<file path="config.mk">
export PLATFORM = sky130hd
export DESIGN_NAME = sag_ports
export DESIGN_NICKNAME = d
export VERILOG_FILES = /design/src/design/sag_pkg.sv /design/src/design/sag_axil.sv /design/src/design/sag_ports.sv
export SDC_FILE = /design/constraint.sdc
export NUM_CORES = 1
export LEC_CHECK = 0
export BUFFER_PORTS_ARGS = -buffer_cell sky130_fd_sc_hd__buf_2
export CORE_MARGIN = 2
export CORE_UTILIZATION = 50
export DETAILED_ROUTE_END_ITERATION = 6
export PLACE_DENSITY = 0.8
export SETUP_SLACK_MARGIN = 0.5
export SKIP_CTS_REPAIR_TIMING = 1
export SLEW_MARGIN = 30
export SYNTH_ARGS = -nofsm -noshare
export SYNTH_HDL_FRONTEND = slang
export SYNTH_SLANG_ARGS = --single-unit
</file>
<file path="constraint.sdc">
create_clock -name aclk -period 1.8 [get_ports aclk]
set_input_delay 0.18 -clock aclk [delete_from_list [all_inputs] [get_ports aclk]]
set_output_delay 0.18 -clock aclk [all_outputs]
set_load 0.05 [all_outputs]
</file>
<file path="src/design/sag_pkg.sv">
// Constants, register map and helpers shared by the segment and analog port block.
package sag_pkg;

    // Bus widths.
    localparam int ADDR_W = 8;
    localparam int DATA_W = 32;
    localparam int IDX_W  = 6;

    // Register index; the byte address is four times this.
    typedef logic [IDX_W-1:0] sag_idx_t;

    // Register indices.
    localparam sag_idx_t IDX_A_LAT = 6'h05;
    localparam sag_idx_t IDX_M_LAT = 6'h06;
    localparam sag_idx_t IDX_B_LAT = 6'h07;
    localparam sag_idx_t IDX_M_DIR = 6'h0c;
    localparam sag_idx_t IDX_B_PIN = 6'h0d;
    localparam sag_idx_t IDX_A_PIN = 6'h0f;
    localparam sag_idx_t IDX_A_SEL = 6'h2a;
    localparam sag_idx_t IDX_B_SEL = 6'h2b;
    localparam sag_idx_t IDX_CONV  = 6'h30;

    // Reset values and field positions.
    localparam logic [7:0] RST_ONES = 8'hff;
    localparam logic [7:0] RST_ZERO = 8'h00;
    localparam logic       RST_FLAG = 1'b1;
    localparam int         FLAG_BIT = 0;

    // AXI response codes.
    localparam logic [1:0] RESP_OKAY   = 2'b00;
    localparam logic [1:0] RESP_SLVERR = 2'b10;

    // True when the index names a register of the block.
    function automatic logic sag_mapped(input sag_idx_t i);
        return i inside {IDX_A_LAT, IDX_M_LAT, IDX_B_LAT, IDX_M_DIR, IDX_B_PIN,
                         IDX_A_PIN, IDX_A_SEL, IDX_B_SEL, IDX_CONV};
    endfunction

    // True when the index names a register that software may write.
    function automatic logic sag_writable(input sag_idx_t i);
        return i inside {IDX_A_LAT, IDX_M_LAT, IDX_B_LAT, IDX_M_DIR,
                         IDX_A_SEL, IDX_B_SEL, IDX_CONV};
    endfunction

endpackage

</file>
<file path="src/design/sag_axil.sv">
// AXI4-Lite slave that turns bus transfers into byte register accesses.
module sag_axil
    import sag_pkg::*;
(
    input  wire logic              aclk,
    input  wire logic              aresetn,
    input  wire logic [ADDR_W-1:0] awaddr,
    input  wire logic              awvalid,
    output logic                   awready,
    input  wire logic [DATA_W-1:0] wdata,
    input  wire logic [3:0]        wstrb,
    input  wire logic              wvalid,
    output logic                   wready,
    output logic [1:0]             bresp,
    output logic                   bvalid,
    input  wire logic              bready,
    input  wire logic [ADDR_W-1:0] araddr,
    input  wire logic              arvalid,
    output logic                   arready,
    output logic [DATA_W-1:0]      rdata,
    output logic [1:0]             rresp,
    output logic                   rvalid,
    input  wire logic              rready,
    output logic                   reg_wr_en,
    output sag_idx_t               reg_wr_idx,
    output logic [7:0]             reg_wr_data,
    output sag_idx_t               reg_rd_idx,
    input  wire logic [7:0]        reg_rd_data
);

    logic       aw_free_q;  // Write address slot is empty.
    logic       w_free_q;   // Write data slot is empty.
    logic       ar_free_q;  // Read slot is empty.
    sag_idx_t   aw_idx_q;   // Held write index.
    logic [7:0] w_data_q;   // Held low write byte.
    logic       w_lane_q;   // Low byte lane was enabled.

    // Handshakes and the moment both halves of a write are held.
    wire aw_take  = awvalid & aw_free_q;
    wire w_take   = wvalid & w_free_q;
    wire ar_take  = arvalid & ar_free_q;
    wire wr_ready = ~aw_free_q & ~w_free_q & ~bvalid;

    // Only the low byte lane carries register data; a cleared lane writes nothing.
    assign reg_wr_en   = wr_ready & w_lane_q & sag_writable(aw_idx_q);
    assign reg_wr_idx  = aw_idx_q;
    assign reg_wr_data = w_data_q;
    assign reg_rd_idx  = araddr[ADDR_W-1:2];
    assign awready     = aw_free_q;
    assign wready      = w_free_q;
    assign arready     = ar_free_q;

    // Slots fill on their handshake and empty only when the answer is taken.
    always_ff @(posedge aclk) begin
        if (!aresetn) begin
            aw_free_q <= 1'b1;
            w_free_q  <= 1'b1;
            ar_free_q <= 1'b1;
            aw_idx_q  <= '0;
            w_data_q  <= '0;
            w_lane_q  <= 1'b0;
            bvalid    <= 1'b0;
            bresp     <= RESP_OKAY;
            rvalid    <= 1'b0;
            rresp     <= RESP_OKAY;
            rdata     <= '0;
        end else begin
            if (aw_take) begin
                aw_idx_q  <= awaddr[ADDR_W-1:2];
                aw_free_q <= 1'b0;
            end
            if (w_take) begin
                w_data_q <= wdata[7:0];
                w_lane_q <= wstrb[0];
                w_free_q <= 1'b0;
            end
            // Unmapped writes answer with an error and change nothing.
            if (wr_ready) begin
                bvalid <= 1'b1;
                bresp  <= sag_mapped(aw_idx_q) ? RESP_OKAY : RESP_SLVERR;
            end
            if (bvalid && bready) begin
                bvalid    <= 1'b0;
                aw_free_q <= 1'b1;
                w_free_q  <= 1'b1;
            end
            // Read data is caught at the address handshake edge.
            if (ar_take) begin
                ar_free_q <= 1'b0;
                rvalid    <= 1'b1;
                rdata     <= {24'h000000, reg_rd_data};
                rresp     <= sag_mapped(reg_rd_idx) ? RESP_OKAY : RESP_SLVERR;
            end
            if (rvalid && rready) begin
                rvalid    <= 1'b0;
                ar_free_q <= 1'b1;
            end
        end
    end

endmodule

</file>
<file path="src/design/sag_ports.sv">
// Two segment-capable ports and one mixed analog port behind an AXI4-Lite slave.
//
// The AXI4-Lite register port was left to the implementer.
module sag_ports
    import sag_pkg::*;
(
    input  wire logic              aclk,
    input  wire logic              aresetn,
    input  wire logic [ADDR_W-1:0] awaddr,
    input  wire logic              awvalid,
    output logic                   awready,
    input  wire logic [DATA_W-1:0] wdata,
    input  wire logic [3:0]        wstrb,
    input  wire logic              wvalid,
    output logic                   wready,
    output logic [1:0]             bresp,
    output logic                   bvalid,
    input  wire logic              bready,
    input  wire logic [ADDR_W-1:0] araddr,
    input  wire logic              arvalid,
    output logic                   arready,
    output logic [DATA_W-1:0]      rdata,
    output logic [1:0]             rresp,
    output logic                   rvalid,
    input  wire logic              rready,
    input  wire logic [7:0]        lcd_segment_drive_a,
    input  wire logic [7:0]        lcd_segment_drive_b,
    input  wire logic [7:0]        pa_pin_in,
    output logic [7:0]             pa_pin_out,
    output logic [7:0]             pa_pin_oe,
    input  wire logic [7:0]        pb_pin_in,
    output logic [7:0]             pb_pin_out,
    output logic [7:0]             pb_pin_oe,
    input  wire logic [7:0]        pm_pin_in,
    output logic [7:0]             pm_pin_out,
    output logic [7:0]             pm_pin_oe,
    output logic [7:0]             mixed_func_level,
    output logic [7:0]             analog_channel_in
);

    // Software-visible state.
    logic [7:0] a_lat_q;   // Segment port A output latch.
    logic [7:0] a_sel_q;   // Segment port A segment select.
    logic [7:0] b_lat_q;   // Segment port B output latch.
    logic [7:0] b_sel_q;   // Segment port B segment select.
    logic [7:0] m_lat_q;   // Mixed port output latch.
    logic [7:0] m_dir_q;   // Mixed port direction, one is output.
    logic       flag_q;    // Analog select flag, one keeps the converter off the pins.

    // Register access strobes from the bus slave.
    logic       reg_wr_en;
    sag_idx_t   reg_wr_idx;
    logic [7:0] reg_wr_data;
    sag_idx_t   reg_rd_idx;
    logic [7:0] reg_rd_data;

    // Pin driver for a segment-capable port: segment drive wins, else an
    // open-drain style latch where a one releases the pin for input use.
    function automatic logic [15:0] seg_pin(input logic [7:0] sel,
                                            input logic [7:0] lcd_segment_drive,
                                            input logic [7:0] lat);
        logic [7:0] o;
        logic [7:0] e;
        o = (sel & lcd_segment_drive) | (~sel & lat);
        e = sel | ~lat;
        return {e, o};
    endfunction

    // Bus slave; all handshake outputs come from its flip-flops.
    sag_axil u_axil (
        .aclk        (aclk),
        .aresetn     (aresetn),
        .awaddr      (awaddr),
        .awvalid     (awvalid),
        .awready     (awready),
        .wdata       (wdata),
        .wstrb       (wstrb),
        .wvalid      (wvalid),
        .wready      (wready),
        .bresp       (bresp),
        .bvalid      (bvalid),
        .bready      (bready),
        .araddr      (araddr),
        .arvalid     (arvalid),
        .arready     (arready),
        .rdata       (rdata),
        .rresp       (rresp),
        .rvalid      (rvalid),
        .rready      (rready),
        .reg_wr_en   (reg_wr_en),
        .reg_wr_idx  (reg_wr_idx),
        .reg_wr_data (reg_wr_data),
        .reg_rd_idx  (reg_rd_idx),
        .reg_rd_data (reg_rd_data)
    );

    // Write decode, one strobe per writable register.
    wire we_a_lat = reg_wr_en & (reg_wr_idx == IDX_A_LAT);
    wire we_a_sel = reg_wr_en & (reg_wr_idx == IDX_A_SEL);
    wire we_b_lat = reg_wr_en & (reg_wr_idx == IDX_B_LAT);
    wire we_b_sel = reg_wr_en & (reg_wr_idx == IDX_B_SEL);
    wire we_m_lat = reg_wr_en & (reg_wr_idx == IDX_M_LAT);
    wire we_m_dir = reg_wr_en & (reg_wr_idx == IDX_M_DIR);
    wire we_conv  = reg_wr_en & (reg_wr_idx == IDX_CONV);

    // Mixed port modes per bit.
    wire [7:0] m_dig_in = ~m_dir_q & m_lat_q;
    wire [7:0] m_zero   = ~m_dir_q & ~m_lat_q;
    wire [7:0] m_analog = m_zero & {8{~flag_q}};

    // Mixed port read: output and digital bits show the pin, analog and
    // forced-zero bits read as zero.
    wire [7:0] m_read = pm_pin_in & (m_dir_q | m_lat_q);

    // Converter control image with the analog select flag in its field.
    wire [7:0] conv_read = 8'({7'h00, flag_q} << FLAG_BIT);

    // Pin driver images for both segment-capable ports.
    wire [15:0] a_drive = seg_pin(a_sel_q, lcd_segment_drive_a, a_lat_q);
    wire [15:0] b_drive = seg_pin(b_sel_q, lcd_segment_drive_b, b_lat_q);

    // Read select; pin addresses sample the live pins in the read cycle.
    assign reg_rd_data = ({8{reg_rd_idx == IDX_A_LAT}} & a_lat_q)
                       | ({8{reg_rd_idx == IDX_A_PIN}} & pa_pin_in)
                       | ({8{reg_rd_idx == IDX_A_SEL}} & a_sel_q)
                       | ({8{reg_rd_idx == IDX_B_LAT}} & b_lat_q)
                       | ({8{reg_rd_idx == IDX_B_PIN}} & pb_pin_in)
                       | ({8{reg_rd_idx == IDX_B_SEL}} & b_sel_q)
                       | ({8{reg_rd_idx == IDX_M_LAT}} & m_read)
                       | ({8{reg_rd_idx == IDX_M_DIR}} & m_dir_q)
                       | ({8{reg_rd_idx == IDX_CONV}}  & conv_read);

    // Segment port A registers.
    always_ff @(posedge aclk) begin
        if (!aresetn) begin
            a_lat_q <= RST_ONES;
            a_sel_q <= RST_ZERO;
        end else begin
            if (we_a_lat) begin
                a_lat_q <= reg_wr_data;
            end
            if (we_a_sel) begin
                a_sel_q <= reg_wr_data;
            end
        end
    end

    // Segment port B registers.
    always_ff @(posedge aclk) begin
        if (!aresetn) begin
            b_lat_q <= RST_ONES;
            b_sel_q <= RST_ZERO;
        end else begin
            if (we_b_lat) begin
                b_lat_q <= reg_wr_data;
            end
            if (we_b_sel) begin
                b_sel_q <= reg_wr_data;
            end
        end
    end

    // Mixed port registers and the analog select flag.
    always_ff @(posedge aclk) begin
        if (!aresetn) begin
            m_lat_q <= RST_ZERO;
            m_dir_q <= RST_ZERO;
            flag_q  <= RST_FLAG;
        end else begin
            if (we_m_lat) begin
                m_lat_q <= reg_wr_data;
            end
            if (we_m_dir) begin
                m_dir_q <= reg_wr_data;
            end
            if (we_conv) begin
                flag_q <= reg_wr_data[FLAG_BIT];
            end
        end
    end

    // Segment pin drivers, registered so the pins never glitch on decode.
    always_ff @(posedge aclk) begin
        if (!aresetn) begin
            pa_pin_out <= RST_ONES;
            pa_pin_oe  <= RST_ZERO;
            pb_pin_out <= RST_ONES;
            pb_pin_oe  <= RST_ZERO;
        end else begin
            pa_pin_out <= a_drive[7:0];
            pa_pin_oe  <= a_drive[15:8];
            pb_pin_out <= b_drive[7:0];
            pb_pin_oe  <= b_drive[15:8];
        end
    end

    // Mixed pin drivers and the levels handed to other functions.
    // Bits 1..3 feed counter clock, event counter and interrupt; 4..7 wake-up.
    always_ff @(posedge aclk) begin
        if (!aresetn) begin
            pm_pin_out        <= RST_ZERO;
            pm_pin_oe         <= RST_ZERO;
            mixed_func_level  <= RST_ZERO;
            analog_channel_in <= RST_ZERO;
        end else begin
            pm_pin_out        <= m_lat_q;
            pm_pin_oe         <= m_dir_q;
            mixed_func_level  <= pm_pin_in & m_dig_in;
            analog_channel_in <= m_analog;
        end
    end
endmodule

</file>
==> summary.md <==
| Metric | Value |
|---|---|
| First drt pass iteration count | 5 |
| Avg WL per Cell | ~16 µm |
| Combinational share of power | under 10% |
| Initial DRC Count | between 300 and 400 |
| Max Clock Skew | between 0.008 and 0.009 ns |
| Final Wtd Congestion | roughly 0.86 |
| Total routed wirelength | around 15000 µm |
| Sequential-to-total area share from yosys stat | approximately 50% |
| Clock share of power | 48.0% |
| Global-route wire length before repair | about 23000 µm |
| Hold Path End | pb_pin_out[5]$_SDFF_PN1_ |
| Startpoint type of the worst setup path | flop |
| Flop pwr share | a little over two fifths |
| Number of synthesized flops with an enable pin | 0 |
| Worst hold slack across all endpoints | -0.02641 ns |
| Number of library cell types mapped by synthesis | 44 |
| Highest clock frequency the design can meet | 622.6 MHz |
| Depth of the CTS H-tree | 4 |
| Final-report hold violation count | 1 |
| # diodes | 0 |
| Tightest Hold Check Type | primary input to flop |
| CP delay by family, top | simple AND/OR/NAND/NOR gates |
| Number of remaining DRC errors | 0 |
| Final slew viol count | 0 |
| Area of all placed cells without fillers | 7510 µm² |
| Cell Count Post-Placement | between 800 and 900 |
| Hold depth | 3 |
| DPL Wire Length | approximately 10000 µm |
| Die X-Extent | 111.6 µm |
| Top_reg_cell synth | sky130_fd_sc_hd__dfxtp_1 |
| Placeable core region | 11370 µm² |
| Switching power | roughly 0.0019 W |
| Final Net Count | ~860 |
| Clock buffer count from CTS | 17 |
| R2R Path Start | u_axil.bvalid$_SDFFE_PP0P_ |
| Critical path buffers and inverters | 1 |
| Post-Layout Cell Count | roughly 920 |
| Number of primary I/O pins | about 200 |
| Pleak | 3.289 nW |
| Final critical path time including I/O delays and setup | roughly 1.6 ns |
| Mean post-synth cell area | around 9.6 µm² |
| Area growth, synth to finish | 29.66% |
| Overflow after GRT | 0 |
| Proportion of register bits with asynchronous set or reset after synthesis | 0% |
| Flop and latch count out of synthesis | ~140 |
| Maximum vdd ir drop | approximately 700 µV |
| Root buffer selected by CTS | sky130_fd_sc_hd__clkbuf_16 |
| Number of antenna violations at the first check in global routing | 0 |
| Maximum number of pins on one net before global-route repair | just over 70 |
| Yosys warns | 0 |
| CTS clock-pin slew for the worst setup and hold paths | 0.06 ns |
| Start point of the worst min-delay path | lcd_segment_drive_b[5] |
| Cell breakdown of the critical path | nor4b_4, and4b_1, buf_12, mux2i_2, nor2b_1 |
| Die Footprint | between 10000 and 15000 µm² |
| Transition at the pin with the smallest max-transition slack | a little over 0.5 ns |
| Clock tree from TritonCTS | done |
| Final setup fails | 0 |
| Cell with the biggest individual delay on the critical path | sky130_fd_sc_hd__nor4b_4 |
| R2r endpoint | a_sel_q[3]$_SDFFE_PN0P_ |
| Worst R2R Setup Slack | 0.19 ns |
| Max capacitance violation total | 0 |
| Worst rel slew slack | 65.48% |
| Number of buffers inserted by port buffering | ~150 |
| Required time of the critical path | 2.11 ns |
| Total internal power | around 0.0056 W |
| Placement-stage cell area | about 6700 µm² |
| Share of final-layout standard cells stronger than drive strength 1 | approximately 28% |
| PD cells | 998.0 nW/µm² |
| Run status | complete, but fails checks |
| TNS Setup | 0 ns |
| Clock latency of the later-clocked register in the worst-skew pair | about 0.42 ns |
| Synthesized netlist cell count | roughly 600 |
| Bufs on Longest Clock Path | 2 |
| Cell area after synthesis | between 5000 and 6000 µm² |
| Crit. End Element | flop |
| Effective utilization at floorplan | 50.94% |
| Via count of the routed design | approximately 4.8k |
| Global Route Usage Sum | between 20% and 30% |
| Arrival time at the worst endpoint | ~1.9 ns |
| Post-route antenna net violation count | 0 |
| Commonest non-fill, non-tap cells in the layout | sky130_fd_sc_hd__buf_2 (143), sky130_fd_sc_hd__dfxtp_1 (137), sky130_fd_sc_hd__nand2_1 (75) |
| Vias in the first global route | about 4.6k |
| Portion of the clock cycle consumed by the worst path in the final layout | around nine tenths |
| Violated checks | hold timing |
| Most common cell after layout, fill and taps aside | sky130_fd_sc_hd__buf_2 |
| Highest cell delay on the worst timing path | 0.39 ns |
| CTS sink count | between 100 and 150 |
| RSZ-0062 raised after global routing | yes |
| Die outline height | about 110 µm |
| Switching part of the total power | between 20 and 30% |
| Row cnt | 39 |
| Vias per inst | 5.243 |
| Category of the critical setup timing path | flop to flop |
| Path depth of the worst reg2reg path | 5 |
| Max Fanout on Critical Path | 8 |
==> power groups by stage <==
| stage | logic (W) | clock network, W | registers [W] |
|---|---|---|---|
| after floorplan | 0.000378 | 0 | 0.00340 |
| after global placement | 0.000572 | 0 | 0.00334 |
| after detailed placement | 0.000582 | 0 | 0.00334 |
| after CTS | 0.000583 | 0.00363 | 0.00327 |
| after global routing | 0.000666 | 0.00377 | 0.00328 |
| final | 0.000626 | 0.00359 | 0.00327 |
==> area by class of cell <==
cell class                      count  area [µm²]
Clock buffer                       17       425.4
Timing Repair Buffer              179        1116
Fill cell                         893        3860
Multi-Input combinational cell    403        2659
Clock inverter                     15       186.4
Tap cell                          143       178.9
Inverter                           19       71.32
Sequential cell                   143        2873
==> worst register-to-register path, stage by stage, from the launching register on <==
cell and delay (ns):
sky130_fd_sc_hd__dfxtp_2 0.35, sky130_fd_sc_hd__nor4b_4 0.39, sky130_fd_sc_hd__and4b_1 0.31, sky130_fd_sc_hd__buf_12 0.16, sky130_fd_sc_hd__mux2i_2 0.22, sky130_fd_sc_hd__nor2b_1 0.07
==> cells in the mapped netlist, types with 2 or more instances <==
library cell / instances / share of area (%)
sky130_fd_sc_hd__mux2i_1: 63 / 11
sky130_fd_sc_hd__o21ai_0: 28 / 2.4
sky130_fd_sc_hd__inv_1: 19 / 1.2
sky130_fd_sc_hd__o31ai_1: 2 / 0.26
sky130_fd_sc_hd__clkbuf_1: 27 / 1.7
sky130_fd_sc_hd__and4b_1: 3 / 0.52
sky130_fd_sc_hd__dfxtp_1: 143 / 49
sky130_fd_sc_hd__nor4b_1: 3 / 0.45
sky130_fd_sc_hd__a21oi_1: 10 / 0.86
sky130_fd_sc_hd__nor3b_1: 7 / 0.91
sky130_fd_sc_hd__and3_1: 4 / 0.43
sky130_fd_sc_hd__nor2b_1: 39 / 4.2
sky130_fd_sc_hd__a2111oi_0: 4 / 0.60
sky130_fd_sc_hd__nor2_1: 3 / 0.19
sky130_fd_sc_hd__a31oi_1: 6 / 0.65
sky130_fd_sc_hd__nor3_1: 15 / 1.3
sky130_fd_sc_hd__nand3_1: 29 / 2.5
sky130_fd_sc_hd__nand4_2: 2 / 0.43
sky130_fd_sc_hd__nand2_1: 75 / 4.9
sky130_fd_sc_hd__and2_1: 18 / 1.9
sky130_fd_sc_hd__a221oi_1: 2 / 0.30
sky130_fd_sc_hd__a31o_2: 2 / 0.30
sky130_fd_sc_hd__o2111ai_1: 2 / 0.30
sky130_fd_sc_hd__nand2b_1: 4 / 0.43
sky130_fd_sc_hd__a21boi_0: 33 / 4.3
sky130_fd_sc_hd__and3b_1: 10 / 1.5
sky130_fd_sc_hd__buf_6: 3 / 0.58
sky130_fd_sc_hd__buf_2: 3 / 0.26
sky130_fd_sc_hd__buf_4: 28 / 3.6
==> how the worst max path moves through the flow <==
| stage | from | end | depth (start not counted) |
|---|---|---|---|
| global placement | u_axil.bvalid$_SDFFE_PP0P_ | a_sel_q[0]$_SDFFE_PN0P_ | 5 |
| global route | u_axil.bvalid$_SDFFE_PP0P_ | a_sel_q[3]$_SDFFE_PN0P_ | 5 |
| CTS | u_axil.reg_wr_idx[1]$_SDFFE_PN0P_ | m_lat_q[4]$_SDFFE_PN0P_ | 5 |
| detailed placement | u_axil.bvalid$_SDFFE_PP0P_ | a_sel_q[3]$_SDFFE_PN0P_ | 5 |
| floorplan | u_axil.awready$_SDFFE_PP1P_ | m_lat_q[0]$_SDFFE_PN0P_ | 6 |
| finish | u_axil.bvalid$_SDFFE_PP0P_ | a_sel_q[3]$_SDFFE_PN0P_ | 5 |
==> metrics by stage <==
step                      utilization, %  power (W)  setup WS (ns)
after global placement             58.49   0.003908         0.1943
after global routing               66.05   0.007714         0.1141
after detailed placement           58.49   0.003922         0.1379
after floorplan                        -   0.003774         0.1975
final                              66.05   0.007495         0.1939
after CTS                          63.87   0.007486         0.1316
==> kinds of logic (layout without fill, tap and decap cells) <==
| family | count (synthesis) | in the layout | share of synthesized area (%) |
|---|---|---|---|
| flops | 143 | 143 | 49.43 |
| buf+inv | 81 | 230 | 7.539 |
| mux | 63 | 63 | 10.89 |
| compound gates | 92 | 92 | 10.41 |
| simple gates | 221 | 221 | 21.52 |
| xor+xnor | 1 | 1 | 0.1512 |
| other cells | 1 | 26 | 0.06475 |
==> layer usage <==
layer	vias to the layer above	routed length (µm)	global-route usage [%]
met5	-	0	0
met4	0	333	10.37
met3	26	858	5.553
met2	182	7242	38.10
met1	2276	6272	28.81
li1	2334	-	-
(Power assumes the default switching activity.)
